===== src/shared/otlh_pkg.sv =====
// package for the overtravel limit handler: offsets, fields, reset values, types
package otlh_pkg;

	////////////////////////////////////////////////////////////////////////////
	// register byte addresses
	localparam logic [4:0] OTLH_ADDR_CFG = 5'h00;
	localparam logic [4:0] OTLH_ADDR_FORCE = 5'h04;
	localparam logic [4:0] OTLH_ADDR_STATUS = 5'h08;
	localparam logic [4:0] OTLH_ADDR_IRQ_STAT = 5'h0c;
	localparam logic [4:0] OTLH_ADDR_IRQ_MASK = 5'h10;
	localparam logic [4:0] OTLH_ADDR_CMD = 5'h14;
	localparam logic [4:0] OTLH_ADDR_CODE = 5'h18;
	localparam int OTLH_AW = 5;

	////////////////////////////////////////////////////////////////////////////
	// configuration digits and their values
	localparam logic [3:0] OTLH_FWD_USE_INPUT = 4'h1;
	localparam logic [3:0] OTLH_REV_USE_INPUT = 4'h2;
	localparam logic [3:0] OTLH_LIMIT_DISABLED = 4'h8;
	localparam logic [3:0] OTLH_STOP_LO_RST = 4'h0;
	localparam logic [3:0] OTLH_STOP_HI_RST = 4'h0;
	localparam logic [3:0] OTLH_WARN_DET_ON = 4'h1;
	localparam logic [3:0] OTLH_WARN_DET_RST = 4'h0;

	// field positions inside the configuration word
	localparam int OTLH_CFG_FWD_LSB = 0;
	localparam int OTLH_CFG_REV_LSB = 4;
	localparam int OTLH_CFG_STOP_LO_LSB = 8;
	localparam int OTLH_CFG_STOP_HI_LSB = 12;
	localparam int OTLH_CFG_WARN_LSB = 16;
	localparam int OTLH_CFG_W = 20;

	// command register bits
	localparam int OTLH_CMD_CLR_WARN = 0;
	localparam int OTLH_CMD_RESTART = 1;

	// interrupt status bits
	localparam int OTLH_IRQ_WARN = 0;
	localparam int OTLH_IRQ_FWD_OT = 1;
	localparam int OTLH_IRQ_REV_OT = 2;
	localparam int OTLH_IRQ_W = 3;

	////////////////////////////////////////////////////////////////////////////
	// emergency stop force, percent of rated force
	localparam int OTLH_FORCE_W = 10;
	localparam logic [9:0] OTLH_FORCE_MAX = 10'h320;
	localparam logic [9:0] OTLH_FORCE_RST = 10'h320;

	// overtravel warning code as reported to the host
	localparam logic [11:0] OTLH_WARN_CODE = 12'h9a0;

	////////////////////////////////////////////////////////////////////////////
	// types
	typedef struct packed {
		logic [3:0] warn_det;
		logic [3:0] stop_hi;
		logic [3:0] stop_lo;
		logic [3:0] rev_cfg;
		logic [3:0] fwd_cfg;
	} otlh_cfg_s;

	localparam otlh_cfg_s OTLH_CFG_RST = '{
		warn_det: OTLH_WARN_DET_RST,
		stop_hi: OTLH_STOP_HI_RST,
		stop_lo: OTLH_STOP_LO_RST,
		rev_cfg: OTLH_REV_USE_INPUT,
		fwd_cfg: OTLH_FWD_USE_INPUT
	};

	typedef enum logic [1:0] {
		OTLH_M_NONE = 2'h0,
		OTLH_M_BRAKE = 2'h1,
		OTLH_M_COAST = 2'h2,
		OTLH_M_DECEL = 2'h3
	} otlh_method_e;

	typedef enum logic [1:0] {
		OTLH_H_NONE = 2'h0,
		OTLH_H_BRAKE = 2'h1,
		OTLH_H_COAST = 2'h2,
		OTLH_H_CLAMP = 2'h3
	} otlh_hold_e;

	typedef enum logic [2:0] {
		OTLH_ST_IDLE = 3'b001,
		OTLH_ST_STOP = 3'b010,
		OTLH_ST_HOLD = 3'b100
	} otlh_state_e;

	typedef struct packed {
		otlh_method_e method;
		otlh_hold_e hold;
	} otlh_stop_s;

endpackage


===== src/core/otlh_sync.sv =====
// two flip-flop synchroniser, one stage pair per bit
`timescale 1ns/10ps
module otlh_sync #(
	parameter int WIDTH = 2
) (
	input wire logic clk_i,
	input wire logic rst_n_i,
	input wire logic [WIDTH-1:0] async_i,
	output logic [WIDTH-1:0] sync_o
);

	genvar g;
	generate
		for (g = 0; g < WIDTH; g++) begin : g_bit
			logic meta_q;
			logic sync_q;
			// first stage feeds only the second stage
			always_ff @(posedge clk_i or negedge rst_n_i) begin
				if (!rst_n_i) begin
					meta_q <= 1'b1; // closed-switch level: no false edge after reset
					sync_q <= 1'b1;
				end else begin
					meta_q <= async_i[g];
					sync_q <= meta_q;
				end
			end
			assign sync_o[g] = sync_q;
		end
	endgenerate

endmodule


===== src/core/otlh_stop_sel.sv =====
// decodes the stop configuration into a stop method and a mode after stopping
`timescale 1ns/10ps
module otlh_stop_sel
	import otlh_pkg::*;
(
	input wire logic [3:0] stop_lo_i,
	input wire logic [3:0] stop_hi_i,
	input wire logic force_ctrl_i,
	output otlh_stop_s stop_o
);

	// low digit picks brake or coast, high digit may override with deceleration
	always_comb begin
		stop_o.method = OTLH_M_BRAKE;
		stop_o.hold = OTLH_H_BRAKE;
		case (stop_lo_i)
			4'h1: begin
				stop_o.method = OTLH_M_BRAKE;
				stop_o.hold = OTLH_H_COAST;
			end
			4'h2: begin
				stop_o.method = OTLH_M_COAST;
				stop_o.hold = OTLH_H_COAST;
			end
			default: begin
				stop_o.method = OTLH_M_BRAKE;
				stop_o.hold = OTLH_H_BRAKE;
			end
		endcase
		if (force_ctrl_i) begin
			stop_o.hold = OTLH_H_COAST;
		end else begin
			case (stop_hi_i)
				4'h1: begin
					stop_o.method = OTLH_M_DECEL;
					stop_o.hold = OTLH_H_CLAMP;
				end
				4'h2: begin
					stop_o.method = OTLH_M_DECEL;
					stop_o.hold = OTLH_H_COAST;
				end
				default: begin
				end
			endcase
		end
	end

endmodule


===== src/core/otlh_top.sv =====
// overtravel limit handler: limit inputs, stop control, warning and register file
//
// Contract
// - forward limit on allows forward motion; off blocks it and flags forward overtravel.
// - reverse limit on allows reverse motion; off blocks it and flags reverse overtravel.
// - during overtravel, motion away from the active limit stays allowed.
// - forward input config: 1 uses input, 8 always allows; active after restart.
// - reverse input config: 2 uses input, 8 always allows; active after restart.
// - zero clamp holds position loop at reference zero; coast applies no control.
// - under force control no deceleration; brake or coast per low digit, then coast.
// - emergency stop force 0 to 800 percent, default 800, effective at once.
// - applied stop force never exceeds the motor maximum force.
// - with detection on, overtravel during motor power raises the warning, even momentary.
// - detection enabled when warning digit is 1; default 0 disables it.
// - warning only for overtravel in reference direction, never opposite.
// - with no reference, overtravel in either direction raises the warning.
// - no warning while motor power is off.
// - power turning on during existing overtravel raises no warning.
// - clear command clears warning anytime; no repeat until overtravel is removed and recurs.
// - exceeding an active software travel limit also raises the warning.
//
// The placing of the registers and the plain strobed port are this design's own decisions.
`timescale 1ns/10ps
module otlh_top
	import otlh_pkg::*;
(
	input wire logic clk_i,
	input wire logic rst_n_i,
	// limit switches and drive state
	input wire logic fwd_limit_in_i,
	input wire logic rev_limit_in_i,
	input wire logic motor_power_on_i,
	input wire logic force_ctrl_i,
	input wire logic motor_stopped_i,
	input wire logic soft_limit_exceeded_i,
	input wire logic [OTLH_FORCE_W-1:0] motor_max_force_i,
	// host motion reference direction
	input wire logic ref_fwd_i,
	input wire logic ref_rev_i,
	// register port
	input wire logic [OTLH_AW-1:0] reg_addr_i,
	input wire logic [31:0] reg_wdata_i,
	input wire logic reg_we_i,
	input wire logic reg_re_i,
	output logic [31:0] reg_rdata_o,
	// motion permission and stop control
	output logic fwd_motion_en_o,
	output logic rev_motion_en_o,
	output logic fwd_overtravel_o,
	output logic rev_overtravel_o,
	output otlh_method_e stop_method_o,
	output otlh_hold_e hold_mode_o,
	output logic zero_clamp_o,
	output logic control_off_o,
	output logic [OTLH_FORCE_W-1:0] stop_force_o,
	output logic warn_o,
	output logic irq_o
);

	////////////////////////////////////////////////////////////////////////////
	// declarations
	logic [1:0] limit_sync;
	logic fwd_in_s;
	logic rev_in_s;
	otlh_cfg_s cfg_shadow_q, cfg_shadow_d;
	otlh_cfg_s cfg_act_q, cfg_act_d;
	logic [OTLH_FORCE_W-1:0] force_q, force_d;
	logic [OTLH_IRQ_W-1:0] irq_stat_q, irq_stat_d;
	logic [OTLH_IRQ_W-1:0] irq_mask_q, irq_mask_d;
	logic [31:0] rdata_q, rdata_d;
	logic fwd_ot, rev_ot;
	logic fwd_ot_q, rev_ot_q, soft_q;
	logic fwd_rise, rev_rise, soft_rise;
	logic warn_q, warn_d, warn_set, warn_clr;
	logic restart;
	logic wr_cfg, wr_force, wr_stat, wr_mask, wr_cmd;
	otlh_stop_s stop_sel;
	otlh_state_e state_q, state_d;
	otlh_method_e method_q, method_d;
	otlh_hold_e hold_q, hold_d;
	logic stop_need;
	logic fwd_en_q, rev_en_q, fwd_otf_q, rev_otf_q;
	logic clamp_q, ctl_off_q;
	logic [OTLH_FORCE_W-1:0] sforce_q, sforce_d;
	logic irq_q;

	////////////////////////////////////////////////////////////////////////////
	// limit input synchronisers
	otlh_sync #(
		.WIDTH(2)
	) u_sync (
		.clk_i(clk_i),
		.rst_n_i(rst_n_i),
		.async_i({rev_limit_in_i, fwd_limit_in_i}),
		.sync_o(limit_sync)
	);

	assign fwd_in_s = limit_sync[0];
	assign rev_in_s = limit_sync[1];

	// an input counts only when its active configuration does not disable it
	assign fwd_ot = (cfg_act_q.fwd_cfg != OTLH_LIMIT_DISABLED) && !fwd_in_s;
	assign rev_ot = (cfg_act_q.rev_cfg != OTLH_LIMIT_DISABLED) && !rev_in_s;

	////////////////////////////////////////////////////////////////////////////
	// register write decode
	assign wr_cfg = reg_we_i && (reg_addr_i == OTLH_ADDR_CFG);
	assign wr_force = reg_we_i && (reg_addr_i == OTLH_ADDR_FORCE);
	assign wr_stat = reg_we_i && (reg_addr_i == OTLH_ADDR_IRQ_STAT);
	assign wr_mask = reg_we_i && (reg_addr_i == OTLH_ADDR_IRQ_MASK);
	assign wr_cmd = reg_we_i && (reg_addr_i == OTLH_ADDR_CMD);
	assign restart = wr_cmd && reg_wdata_i[OTLH_CMD_RESTART];
	assign warn_clr = wr_cmd && reg_wdata_i[OTLH_CMD_CLR_WARN];

	// configuration: written into a shadow, limit and stop digits copied to the active set on restart; warning digit goes active at once
	always_comb begin
		cfg_shadow_d = cfg_shadow_q;
		cfg_act_d = cfg_act_q;
		force_d = force_q;
		irq_mask_d = irq_mask_q;
		if (wr_cfg) begin
			cfg_shadow_d = otlh_cfg_s'(reg_wdata_i[OTLH_CFG_W-1:0]);
			cfg_act_d.warn_det = reg_wdata_i[OTLH_CFG_WARN_LSB +: 4];
		end
		if (restart) begin
			cfg_act_d.fwd_cfg = cfg_shadow_q.fwd_cfg;
			cfg_act_d.rev_cfg = cfg_shadow_q.rev_cfg;
			cfg_act_d.stop_lo = cfg_shadow_q.stop_lo;
			cfg_act_d.stop_hi = cfg_shadow_q.stop_hi;
		end
		if (wr_force) begin
			// out-of-range settings saturate at the top of the range
			if (reg_wdata_i[31:0] > {22'h0, OTLH_FORCE_MAX}) begin
				force_d = OTLH_FORCE_MAX;
			end else begin
				force_d = reg_wdata_i[OTLH_FORCE_W-1:0];
			end
		end
		if (wr_mask) begin
			irq_mask_d = reg_wdata_i[OTLH_IRQ_W-1:0];
		end
	end

	// configuration registers
	always_ff @(posedge clk_i or negedge rst_n_i) begin
		if (!rst_n_i) begin
			cfg_shadow_q <= OTLH_CFG_RST;
			cfg_act_q <= OTLH_CFG_RST;
			force_q <= OTLH_FORCE_RST;
			irq_mask_q <= '0;
		end else begin
			cfg_shadow_q <= cfg_shadow_d;
			cfg_act_q <= cfg_act_d;
			force_q <= force_d;
			irq_mask_q <= irq_mask_d;
		end
	end

	////////////////////////////////////////////////////////////////////////////
	// overtravel warning detection
	// edges only, so existing overtravel at power-on or after a clear stays silent
	assign fwd_rise = fwd_ot && !fwd_ot_q;
	assign rev_rise = rev_ot && !rev_ot_q;
	assign soft_rise = soft_limit_exceeded_i && !soft_q;

	always_comb begin
		warn_set = 1'b0;
		if ((cfg_act_q.warn_det == OTLH_WARN_DET_ON) && motor_power_on_i) begin
			if (fwd_rise && !ref_rev_i) begin
				warn_set = 1'b1;
			end
			if (rev_rise && !ref_fwd_i) begin
				warn_set = 1'b1;
			end
			if (soft_rise) begin
				warn_set = 1'b1;
			end
		end
		// a new event in the clearing cycle wins
		warn_d = warn_set || (warn_q && !warn_clr);
	end

	// warning flag and edge history
	always_ff @(posedge clk_i or negedge rst_n_i) begin
		if (!rst_n_i) begin
			warn_q <= 1'b0;
			fwd_ot_q <= 1'b0;
			rev_ot_q <= 1'b0;
			soft_q <= 1'b0;
		end else begin
			warn_q <= warn_d;
			fwd_ot_q <= fwd_ot;
			rev_ot_q <= rev_ot;
			soft_q <= soft_limit_exceeded_i;
		end
	end

	////////////////////////////////////////////////////////////////////////////
	// interrupt status: sticky, write one to clear, set wins
	always_comb begin
		irq_stat_d = irq_stat_q;
		if (wr_stat) begin
			irq_stat_d = irq_stat_q & ~reg_wdata_i[OTLH_IRQ_W-1:0];
		end
		if (warn_set) begin
			irq_stat_d[OTLH_IRQ_WARN] = 1'b1;
		end
		if (fwd_rise) begin
			irq_stat_d[OTLH_IRQ_FWD_OT] = 1'b1;
		end
		if (rev_rise) begin
			irq_stat_d[OTLH_IRQ_REV_OT] = 1'b1;
		end
	end

	// interrupt registers
	always_ff @(posedge clk_i or negedge rst_n_i) begin
		if (!rst_n_i) begin
			irq_stat_q <= '0;
			irq_q <= 1'b0;
		end else begin
			irq_stat_q <= irq_stat_d;
			irq_q <= |(irq_stat_d & irq_mask_d);
		end
	end

	////////////////////////////////////////////////////////////////////////////
	// stop method decode
	otlh_stop_sel u_stop_sel (
		.stop_lo_i(cfg_act_q.stop_lo),
		.stop_hi_i(cfg_act_q.stop_hi),
		.force_ctrl_i(force_ctrl_i),
		.stop_o(stop_sel)
	);

	// with motor power on, a stop is needed when overtravel blocks the way the reference heads, or no reference
	assign stop_need = motor_power_on_i &&
		((fwd_ot && !ref_rev_i) || (rev_ot && !ref_fwd_i));

	// stop sequence: idle, stopping, holding after stop
	always_comb begin
		state_d = state_q;
		method_d = method_q;
		hold_d = hold_q;
		case (state_q)
			OTLH_ST_IDLE: begin
				method_d = OTLH_M_NONE;
				hold_d = OTLH_H_NONE;
				if (stop_need) begin
					state_d = OTLH_ST_STOP;
					method_d = stop_sel.method;
				end
			end
			OTLH_ST_STOP: begin
				if (!stop_need) begin
					state_d = OTLH_ST_IDLE;
					method_d = OTLH_M_NONE;
				end else if (motor_stopped_i) begin
					state_d = OTLH_ST_HOLD;
					method_d = OTLH_M_NONE;
					hold_d = stop_sel.hold;
				end
			end
			OTLH_ST_HOLD: begin
				if (!stop_need) begin
					state_d = OTLH_ST_IDLE;
					hold_d = OTLH_H_NONE;
				end
			end
			default: begin
				state_d = OTLH_ST_IDLE;
				method_d = OTLH_M_NONE;
				hold_d = OTLH_H_NONE;
			end
		endcase
		// applied force limited to what the motor can give
		if (force_q > motor_max_force_i) begin
			sforce_d = motor_max_force_i;
		end else begin
			sforce_d = force_q;
		end
	end

	// stop sequence registers and motion outputs
	always_ff @(posedge clk_i or negedge rst_n_i) begin
		if (!rst_n_i) begin
			state_q <= OTLH_ST_IDLE;
			method_q <= OTLH_M_NONE;
			hold_q <= OTLH_H_NONE;
			sforce_q <= '0;
			fwd_en_q <= 1'b0;
			rev_en_q <= 1'b0;
			fwd_otf_q <= 1'b0;
			rev_otf_q <= 1'b0;
			clamp_q <= 1'b0;
			ctl_off_q <= 1'b0;
		end else begin
			state_q <= state_d;
			method_q <= method_d;
			hold_q <= hold_d;
			sforce_q <= sforce_d;
			fwd_en_q <= !fwd_ot;
			rev_en_q <= !rev_ot;
			fwd_otf_q <= fwd_ot;
			rev_otf_q <= rev_ot;
			clamp_q <= (hold_d == OTLH_H_CLAMP);
			ctl_off_q <= (hold_d == OTLH_H_COAST) || (method_d == OTLH_M_COAST);
		end
	end

	////////////////////////////////////////////////////////////////////////////
	// register read: data in the cycle after the strobe, zero elsewhere
	always_comb begin
		rdata_d = 32'h0;
		if (reg_re_i) begin
			case (reg_addr_i)
				OTLH_ADDR_CFG: rdata_d = {12'h0, cfg_shadow_q};
				OTLH_ADDR_FORCE: rdata_d = {22'h0, force_q};
				OTLH_ADDR_STATUS: rdata_d = {20'h0, state_q, hold_q, method_q,
					warn_q, rev_ot, fwd_ot, rev_in_s, fwd_in_s};
				OTLH_ADDR_IRQ_STAT: rdata_d = {29'h0, irq_stat_q};
				OTLH_ADDR_IRQ_MASK: rdata_d = {29'h0, irq_mask_q};
				OTLH_ADDR_CODE: rdata_d = {20'h0, OTLH_WARN_CODE};
				default: rdata_d = 32'h0;
			endcase
		end
	end

	// read data register
	always_ff @(posedge clk_i or negedge rst_n_i) begin
		if (!rst_n_i) begin
			rdata_q <= 32'h0;
		end else begin
			rdata_q <= rdata_d;
		end
	end

	////////////////////////////////////////////////////////////////////////////
	// outputs
	assign reg_rdata_o = rdata_q;
	assign fwd_motion_en_o = fwd_en_q;
	assign rev_motion_en_o = rev_en_q;
	assign fwd_overtravel_o = fwd_otf_q;
	assign rev_overtravel_o = rev_otf_q;
	assign stop_method_o = method_q;
	assign hold_mode_o = hold_q;
	assign zero_clamp_o = clamp_q;
	assign control_off_o = ctl_off_q;
	assign stop_force_o = sforce_q;
	assign warn_o = warn_q;
	assign irq_o = irq_q;

endmodule


===== config.mk =====
export PLATFORM = sky130hd
export DESIGN_NAME = otlh_top
export DESIGN_NICKNAME = d
export VERILOG_FILES = /design/src/shared/otlh_pkg.sv /design/src/core/otlh_sync.sv /design/src/core/otlh_stop_sel.sv /design/src/core/otlh_top.sv
export SDC_FILE = /design/constraint.sdc
export NUM_CORES = 1
export LEC_CHECK = 0
export ABC_CLOCK_PERIOD_IN_PS = 4050
export CAP_MARGIN = 10
export CORE_MARGIN = 4
export CORE_UTILIZATION = 50
export DETAILED_ROUTE_END_ITERATION = 10
export DONT_BUFFER_PORTS = 1
export PLACE_DENSITY_LB_ADDON = 0.12
export SLEW_MARGIN = 20
export SYNTH_ARGS = -nofsm -noshare
export SYNTH_HDL_FRONTEND = slang
export SYNTH_HIERARCHICAL = 1
export SYNTH_SLANG_ARGS = --single-unit

===== constraint.sdc =====
create_clock -name clk_i -period 4.05 [get_ports clk_i]
set_clock_uncertainty 0.15 [all_clocks]
set_input_delay 0.2025 -clock clk_i [delete_from_list [all_inputs] [get_ports clk_i]]
set_output_delay 0.2025 -clock clk_i [all_outputs]
set_load 0.02 [all_outputs]

After elaboration in Yosys (flattened, before gate mapping)

Cells that the tools add are included.
Widths: inputs -> output; s select.

$add $sub $neg: 0
Shifts and indexed selects: 0
Multiplexer cells: 30
Equal/unequal tests: 22
Divide/modulo/power cells: 0
$mul: 0
Magnitude comparators: 2
Reductions and logical operators: 35
Bitwise operators: 3

Operator list:

| cell                 | count |
|---|---|
| $pmux 20 s6          | 1 |
| $gt 32x10->1 const B | 1 |
| $mux 10              | 2 |
| $mux 20              | 1 |
| $logic_and 1x1->1    | 19 |
| $mux 3               | 6 |
| $mux 2               | 8 |
| $pmux 4 s2           | 2 |
| $eq 5x5->1 const B   | 3 |
| $eq 4x1->1 const B   | 3 |
| $eq 5x4->1 const B   | 2 |
| $gt 10x10->1         | 1 |
| $logic_not 1->1      | 10 |
| $pmux 3 s3           | 1 |
| $eq 4x2->1 const B   | 2 |
| $ne 4x4->1 const B   | 2 |
| $mux 1               | 7 |
| $and 3x3->3          | 2 |
| $eq 2x2->1 const B   | 3 |
| $pmux 2 s3           | 1 |
| $eq 5x3->1 const B   | 1 |
| $logic_not 5->1      | 1 |
| $ne 2x2->1 const B   | 2 |
| $pmux 2 s2           | 1 |
| 8 further kinds      | 10 |

Bits in writable memories: 0
Bits in latches: 0
Logic and storage cells: 122
ROM bits: 0
Output and inout port bits: 54
Memories kept: 0
Input bits: 59
Flip-flop bits (word level): 114

Longest topological paths before layout

Word-level depth: 11
Depth in mapped cells: 7
Depth with buffers taken out: 7

Modules after synthesis

Netlist, hierarchy kept.

Modules (own cells, without submodules):

| module        | cells each | times used | area an instance (µm²) | sequential area each (µm²) |
|---|---|---|---|---|
| otlh_top      | 355        | 1          | 4330.4                 | 2462.4 |
| otlh_sync     | 6          | 1          | 120.1                  | 105.1 |
| otlh_stop_sel | 13         | 1          | 95.1                   | 0.0 |

Least setup slack after synthesis

OpenSTA, ideal clock, no wires.

Kind: register to register
From: register force_q[7]
To: register sforce_q[0], in the netlist stop_force_o[0]
Path buffers: 0
Data arrival time: 1.879 ns
Data required time: 3.775 ns
Setup slack: 1.896 ns
Stages on the path, launching flop included: 7
Setup time: 0.125 ns
Period minus slack after synthesis: 2.154 ns
Cell sequence: dfrtp_1 ha_1 a21o_1 a211oi_1 o21ai_1 o21ai_2 mux2_2

Word-level cells in the longest chain between the ends: 2

RTL lines:

| element                  | RTL line        | text |
|---|---|---|
| start: declaration       | otlh_top.sv:67  | `logic [OTLH_FORCE_W-1:0] force_q, force_d;` |
| start signal: assignment | otlh_top.sv:154 | `force_q <= force_d;` |
| $gt 10x10->1             | otlh_top.sv:277 | `if (force_q > motor_max_force_i) begin` |
| $mux 10                  | otlh_top.sv:277 |  |
| named net sforce_d[0]    | otlh_top.sv:84  | `logic [OTLH_FORCE_W-1:0] sforce_q, sforce_d;` |
| end signal: assignment   | otlh_top.sv:301 | `sforce_q <= sforce_d;` |
| end: declaration         | otlh_top.sv:84  |  |

The timed path passes the listed nets, and every way through them passes these cells.
A chain may end at the register's enable or synchronous reset.

Worst setup path after layout

From: register force_q[7]
To: register sforce_q[6], in the netlist stop_force_o[6]

Same word-level chain as after synthesis.

==> flow_metrics.env <==
export IMPL_min_period_ns=2.36
export IMPL_crit_reg2reg_capture="stop_force_o[6]$_DFF_PN0_"
export IMPL_crit_path_max_fanout=10
export IMPL_postRouteAntennaNets=0
export IMPL_drv_cap=0
export IMPL_post_route_drc_count=0
export IMPL_synth_edf_count=0
export IMPL_die_area_mm2=0.0107
export IMPL_relSlewSlack=0.356
export IMPL_end_kind="flop"
export IMPL_diodes=0
export IMPL_path_buf_inv=0
export IMPL_path_cells="ha_1 > a21o_1 > a211oi_1 > o21ai_1 > o21ai_2 > mux2_2"
export IMPL_r2r_start="force_q[7]$_DFFE_PN0P_"
export IMPL_start_kind="flop"
export IMPL_ys_seq_elements=102
export IMPL_syn_to_final_growth_pct=15.4
export IMPL_timing_final_crit_share=0.582
export IMPL_hold_end="force_q[8]$_DFFE_PN1P_"
export IMPL_crit_type="flop to flop"
export IMPL_avgSynthCellArea_um2=12.2
export IMPL_worst_ir_drop_vdd_mv=0.261
export IMPL_dieWidth_um=103
export IMPL_clock_latency_ns=0.37
export IMPL_cts_root_buffer="clkbuf_8"
export IMPL_cts_sinks=102
export IMPL_io_buffers=0
export IMPL_routed_wl_mm=10.7
export IMPL_initial_core_util=0.519
export IMPL_final_area_mm2=0.00524
export IMPL_worst_path_max_delay_cell="o21ai_2"
export IMPL_reg2reg_slack_ns=1.69
export IMPL_min_delay_start="reg_wdata_i[20]"
export IMPL_p_per_area_mw_per_mm2=426
export IMPL_hold_path_depth=3
export IMPL_hold_path_class="input pin to flop"
export IMPL_crit_cells=6
export IMPL_cts_tree="built"
export IMPL_netlist_instances=374
export IMPL_async_reset_ff_frac=1.00
export IMPL_vias=3085
export IMPL_synth_seq_area_share=0.565
export IMPL_grt_overflow_total=0
export IMPL_grt_pass1_wl_mm=16.7
export IMPL_die_h_um=103
export IMPL_pin_count=113
export IMPL_worst_pin_slew_ns=0.963
export IMPL_cts_setup_buffers=0
export IMPL_post_drt_wl_per_cell_um=20.2
export IMPL_required_ns=4.15
export IMPL_fin_nets=485
export IMPL_status="completed"
export IMPL_vias_per_cell=5.83
export IMPL_timing_fmax_ghz=0.424
export IMPL_placed_area_mm2=0.00458
export IMPL_cts_made_buffers=9
export IMPL_ys_flop_type="dfrtp_1"
export IMPL_reg2regPathDepth=6
export IMPL_drtIter0Drc=155
export IMPL_tns_ns=0
export IMPL_critPathTopFamily="compound AO/OA/AOI/OAI gates"
export IMPL_yosys_warnings=6
export IMPL_grt_max_degree=103
export IMPL_drive_above_1_share=0.0998
export IMPL_final_cell_mix="dfrtp_1 (90), dlygate4sd3_1 (41), mux2_1 (40), nor2_1 (24)"
export IMPL_clkSlewWorstSetupHoldPaths_ns=0.09
export IMPL_dr_pass1_iters=5
export IMPL_rows=34
export IMPL_grt_use_total=0.209
export IMPL_layout_cells_most_common="dfrtp_1"
export IMPL_utilization=0.598
export IMPL_yosysUniqueCellTypes=59
export IMPL_leakage_nw=2.44
export IMPL_grt_pass1_vias=3076
export IMPL_drv_slew=0
export IMPL_dp_hpwl_mm=7.28
export IMPL_startpoint="force_q[7]$_DFFE_PN0P_"
export IMPL_rsz0062_at_grt="false"
export IMPL_clock_path_buffers=2
export IMPL_antenna_found_initial=0
export IMPL_gp_congestion=0.847
export IMPL_num_fill_cells=726
export IMPL_setup_violations=0
export IMPL_coreArea_mm2=0.00876
export IMPL_max_stage_delay_ns=0.47
export IMPL_htreeDepth=3
export IMPL_cp_data_arrival_time_ns=2.46
export IMPL_hold_viol_final=0
export IMPL_synth_area_mm2=0.00455
-- routing by layer --
| layer | GRT usage | vias up | share of wire | routed length, um |
|---|---|---|---|---|
| met5 | 0 | - | 0 | 0 |
| met4 | 0.0757 | 0 | 0.019 | 204 |
| met3 | 0.0557 | 18 | 0.089 | 954 |
| met2 | 0.317 | 129 | 0.45 | 4790 |
| met1 | 0.290 | 1516 | 0.44 | 4720 |
| li1 | - | 1422 | - | - |
-- stage by stage --
| step | power, mW | setup WS [ns] | std cells | hold slack (ns) |
|---|---|---|---|---|
| 6_report | 2.24 | 1.69 | 529 | 0.0301 |
| 5_1_grt | 2.35 | 1.58 | 529 | 0.0340 |
| 4_1_cts | 2.25 | 1.67 | 529 | 0.00878 |
| 3_5_place_dp | 1.48 | 1.68 | 471 | -0.240 |
| 3_3_place_gp | 1.47 | 1.74 | 471 | -0.240 |
| 2_1_floorplan | 1.43 | 1.90 | 385 | -0.243 |
-- sequential cells by signal (all words and copies together) (netlist names), 2 cells and up --
name	flops
state_q	3
force_q	10
cfg_shadow_q	16
irq_mask_q	3
irq_stat_q	3
cfg_act_q	20
u_sync/g_bit.meta_q	2
hold_mode_o	2
reg_rdata_o	20
stop_force_o	10
stop_method_o	2
u_sync/g_bit.sync_q	2
-- timing repair --
action,CTS,global route
hold buffers,42,0
gates resized for setup,0,0
endpoints found under the hold margin,167,0
endpoints found under the setup margin,0,0
-- synthesized netlist by cell type, types with 3 or more instances --
cell | instances | area share
dfrtp_1 | 90 | 0.50
mux2_1 | 40 | 0.099
nor2_1 | 24 | 0.020
a21oi_1 | 19 | 0.021
inv_1 | 19 | 0.016
nand2_1 | 16 | 0.013
buf_4 | 14 | 0.023
dfstp_2 | 12 | 0.069
ha_1 | 10 | 0.028
nor4_1 | 9 | 0.012
a22o_1 | 8 | 0.015
and3_1 | 8 | 0.011
clkbuf_1 | 8 | 0.0066
a22oi_1 | 6 | 0.0099
mux2_2 | 6 | 0.015
nand2b_1 | 5 | 0.0069
nor3_1 | 5 | 0.0055
nor4b_1 | 5 | 0.0096
o21ai_1 | 5 | 0.0055
o21ai_0 | 4 | 0.0044
a222oi_1 | 3 | 0.0066
mux2i_1 | 3 | 0.0066
nand3_1 | 3 | 0.0033
o22a_1 | 3 | 0.0058
o2bb2ai_1 | 3 | 0.0058
or3b_2 | 3 | 0.0058
-- cells by family (layout without fill, tap and decap cells) --
family                   Yosys count  in the layout  share of synthesized area
buffers and inverters             42             78                     0.0479
adder cells (fa/ha/maj)           10             10                     0.0275
multiplexers                      50             50                      0.124
flip-flops                       102            102                      0.565
AND/OR/NAND/NOR                   94             94                      0.117
XOR/XNOR                           2              2                    0.00385
AO/OA/AOI/OAI                     73             73                      0.114
other                              1             12                   0.000825
-- area by class of cell --
cell class | instances | area, um^2 | area share
clock buffers | 12 | 145 | 0.0277
clock inverters | 4 | 77.6 | 0.0148
inverters | 19 | 71.3 | 0.0136
multi-input cells | 241 | 1800 | 0.344
flip-flops and latches | 102 | 2570 | 0.490
well taps | 108 | 135 | 0.0258
repair buffers | 43 | 445 | 0.0849
-- worst max-delay path by stage --
stage / slack, ns / endpoint
final: 1.69 / stop_force_o[6]$_DFF_PN0_
after global routing: 1.58 / stop_force_o[6]$_DFF_PN0_
after CTS: 1.67 / stop_force_o[6]$_DFF_PN0_
after detailed placement: 1.68 / stop_force_o[0]$_DFF_PN0_
after global placement: 1.74 / cfg_shadow_q[12]$_DFFE_PN0P_
after floorplan: 1.90 / stop_force_o[0]$_DFF_PN0_
-- where the power goes --
| group | leakage (nW) | total (mW) | internal, mW | switching [mW] |
|---|---|---|---|---|
| sequential | 1.31 | 1.25 | 1.13 | 0.120 |
| combinational | 1.01 | 0.268 | 0.138 | 0.130 |
| clock | 0.112 | 0.714 | 0.370 | 0.344 |
-- worst register-to-register path, stage by stage (launching register included) --
cell      delay [ns]
dfrtp_1         0.42
ha_1            0.30
a21o_1          0.18
a211oi_1        0.21
o21ai_1         0.11
o21ai_2         0.47
mux2_2          0.40
No activity file was read; power rests on OpenSTA's default activity.
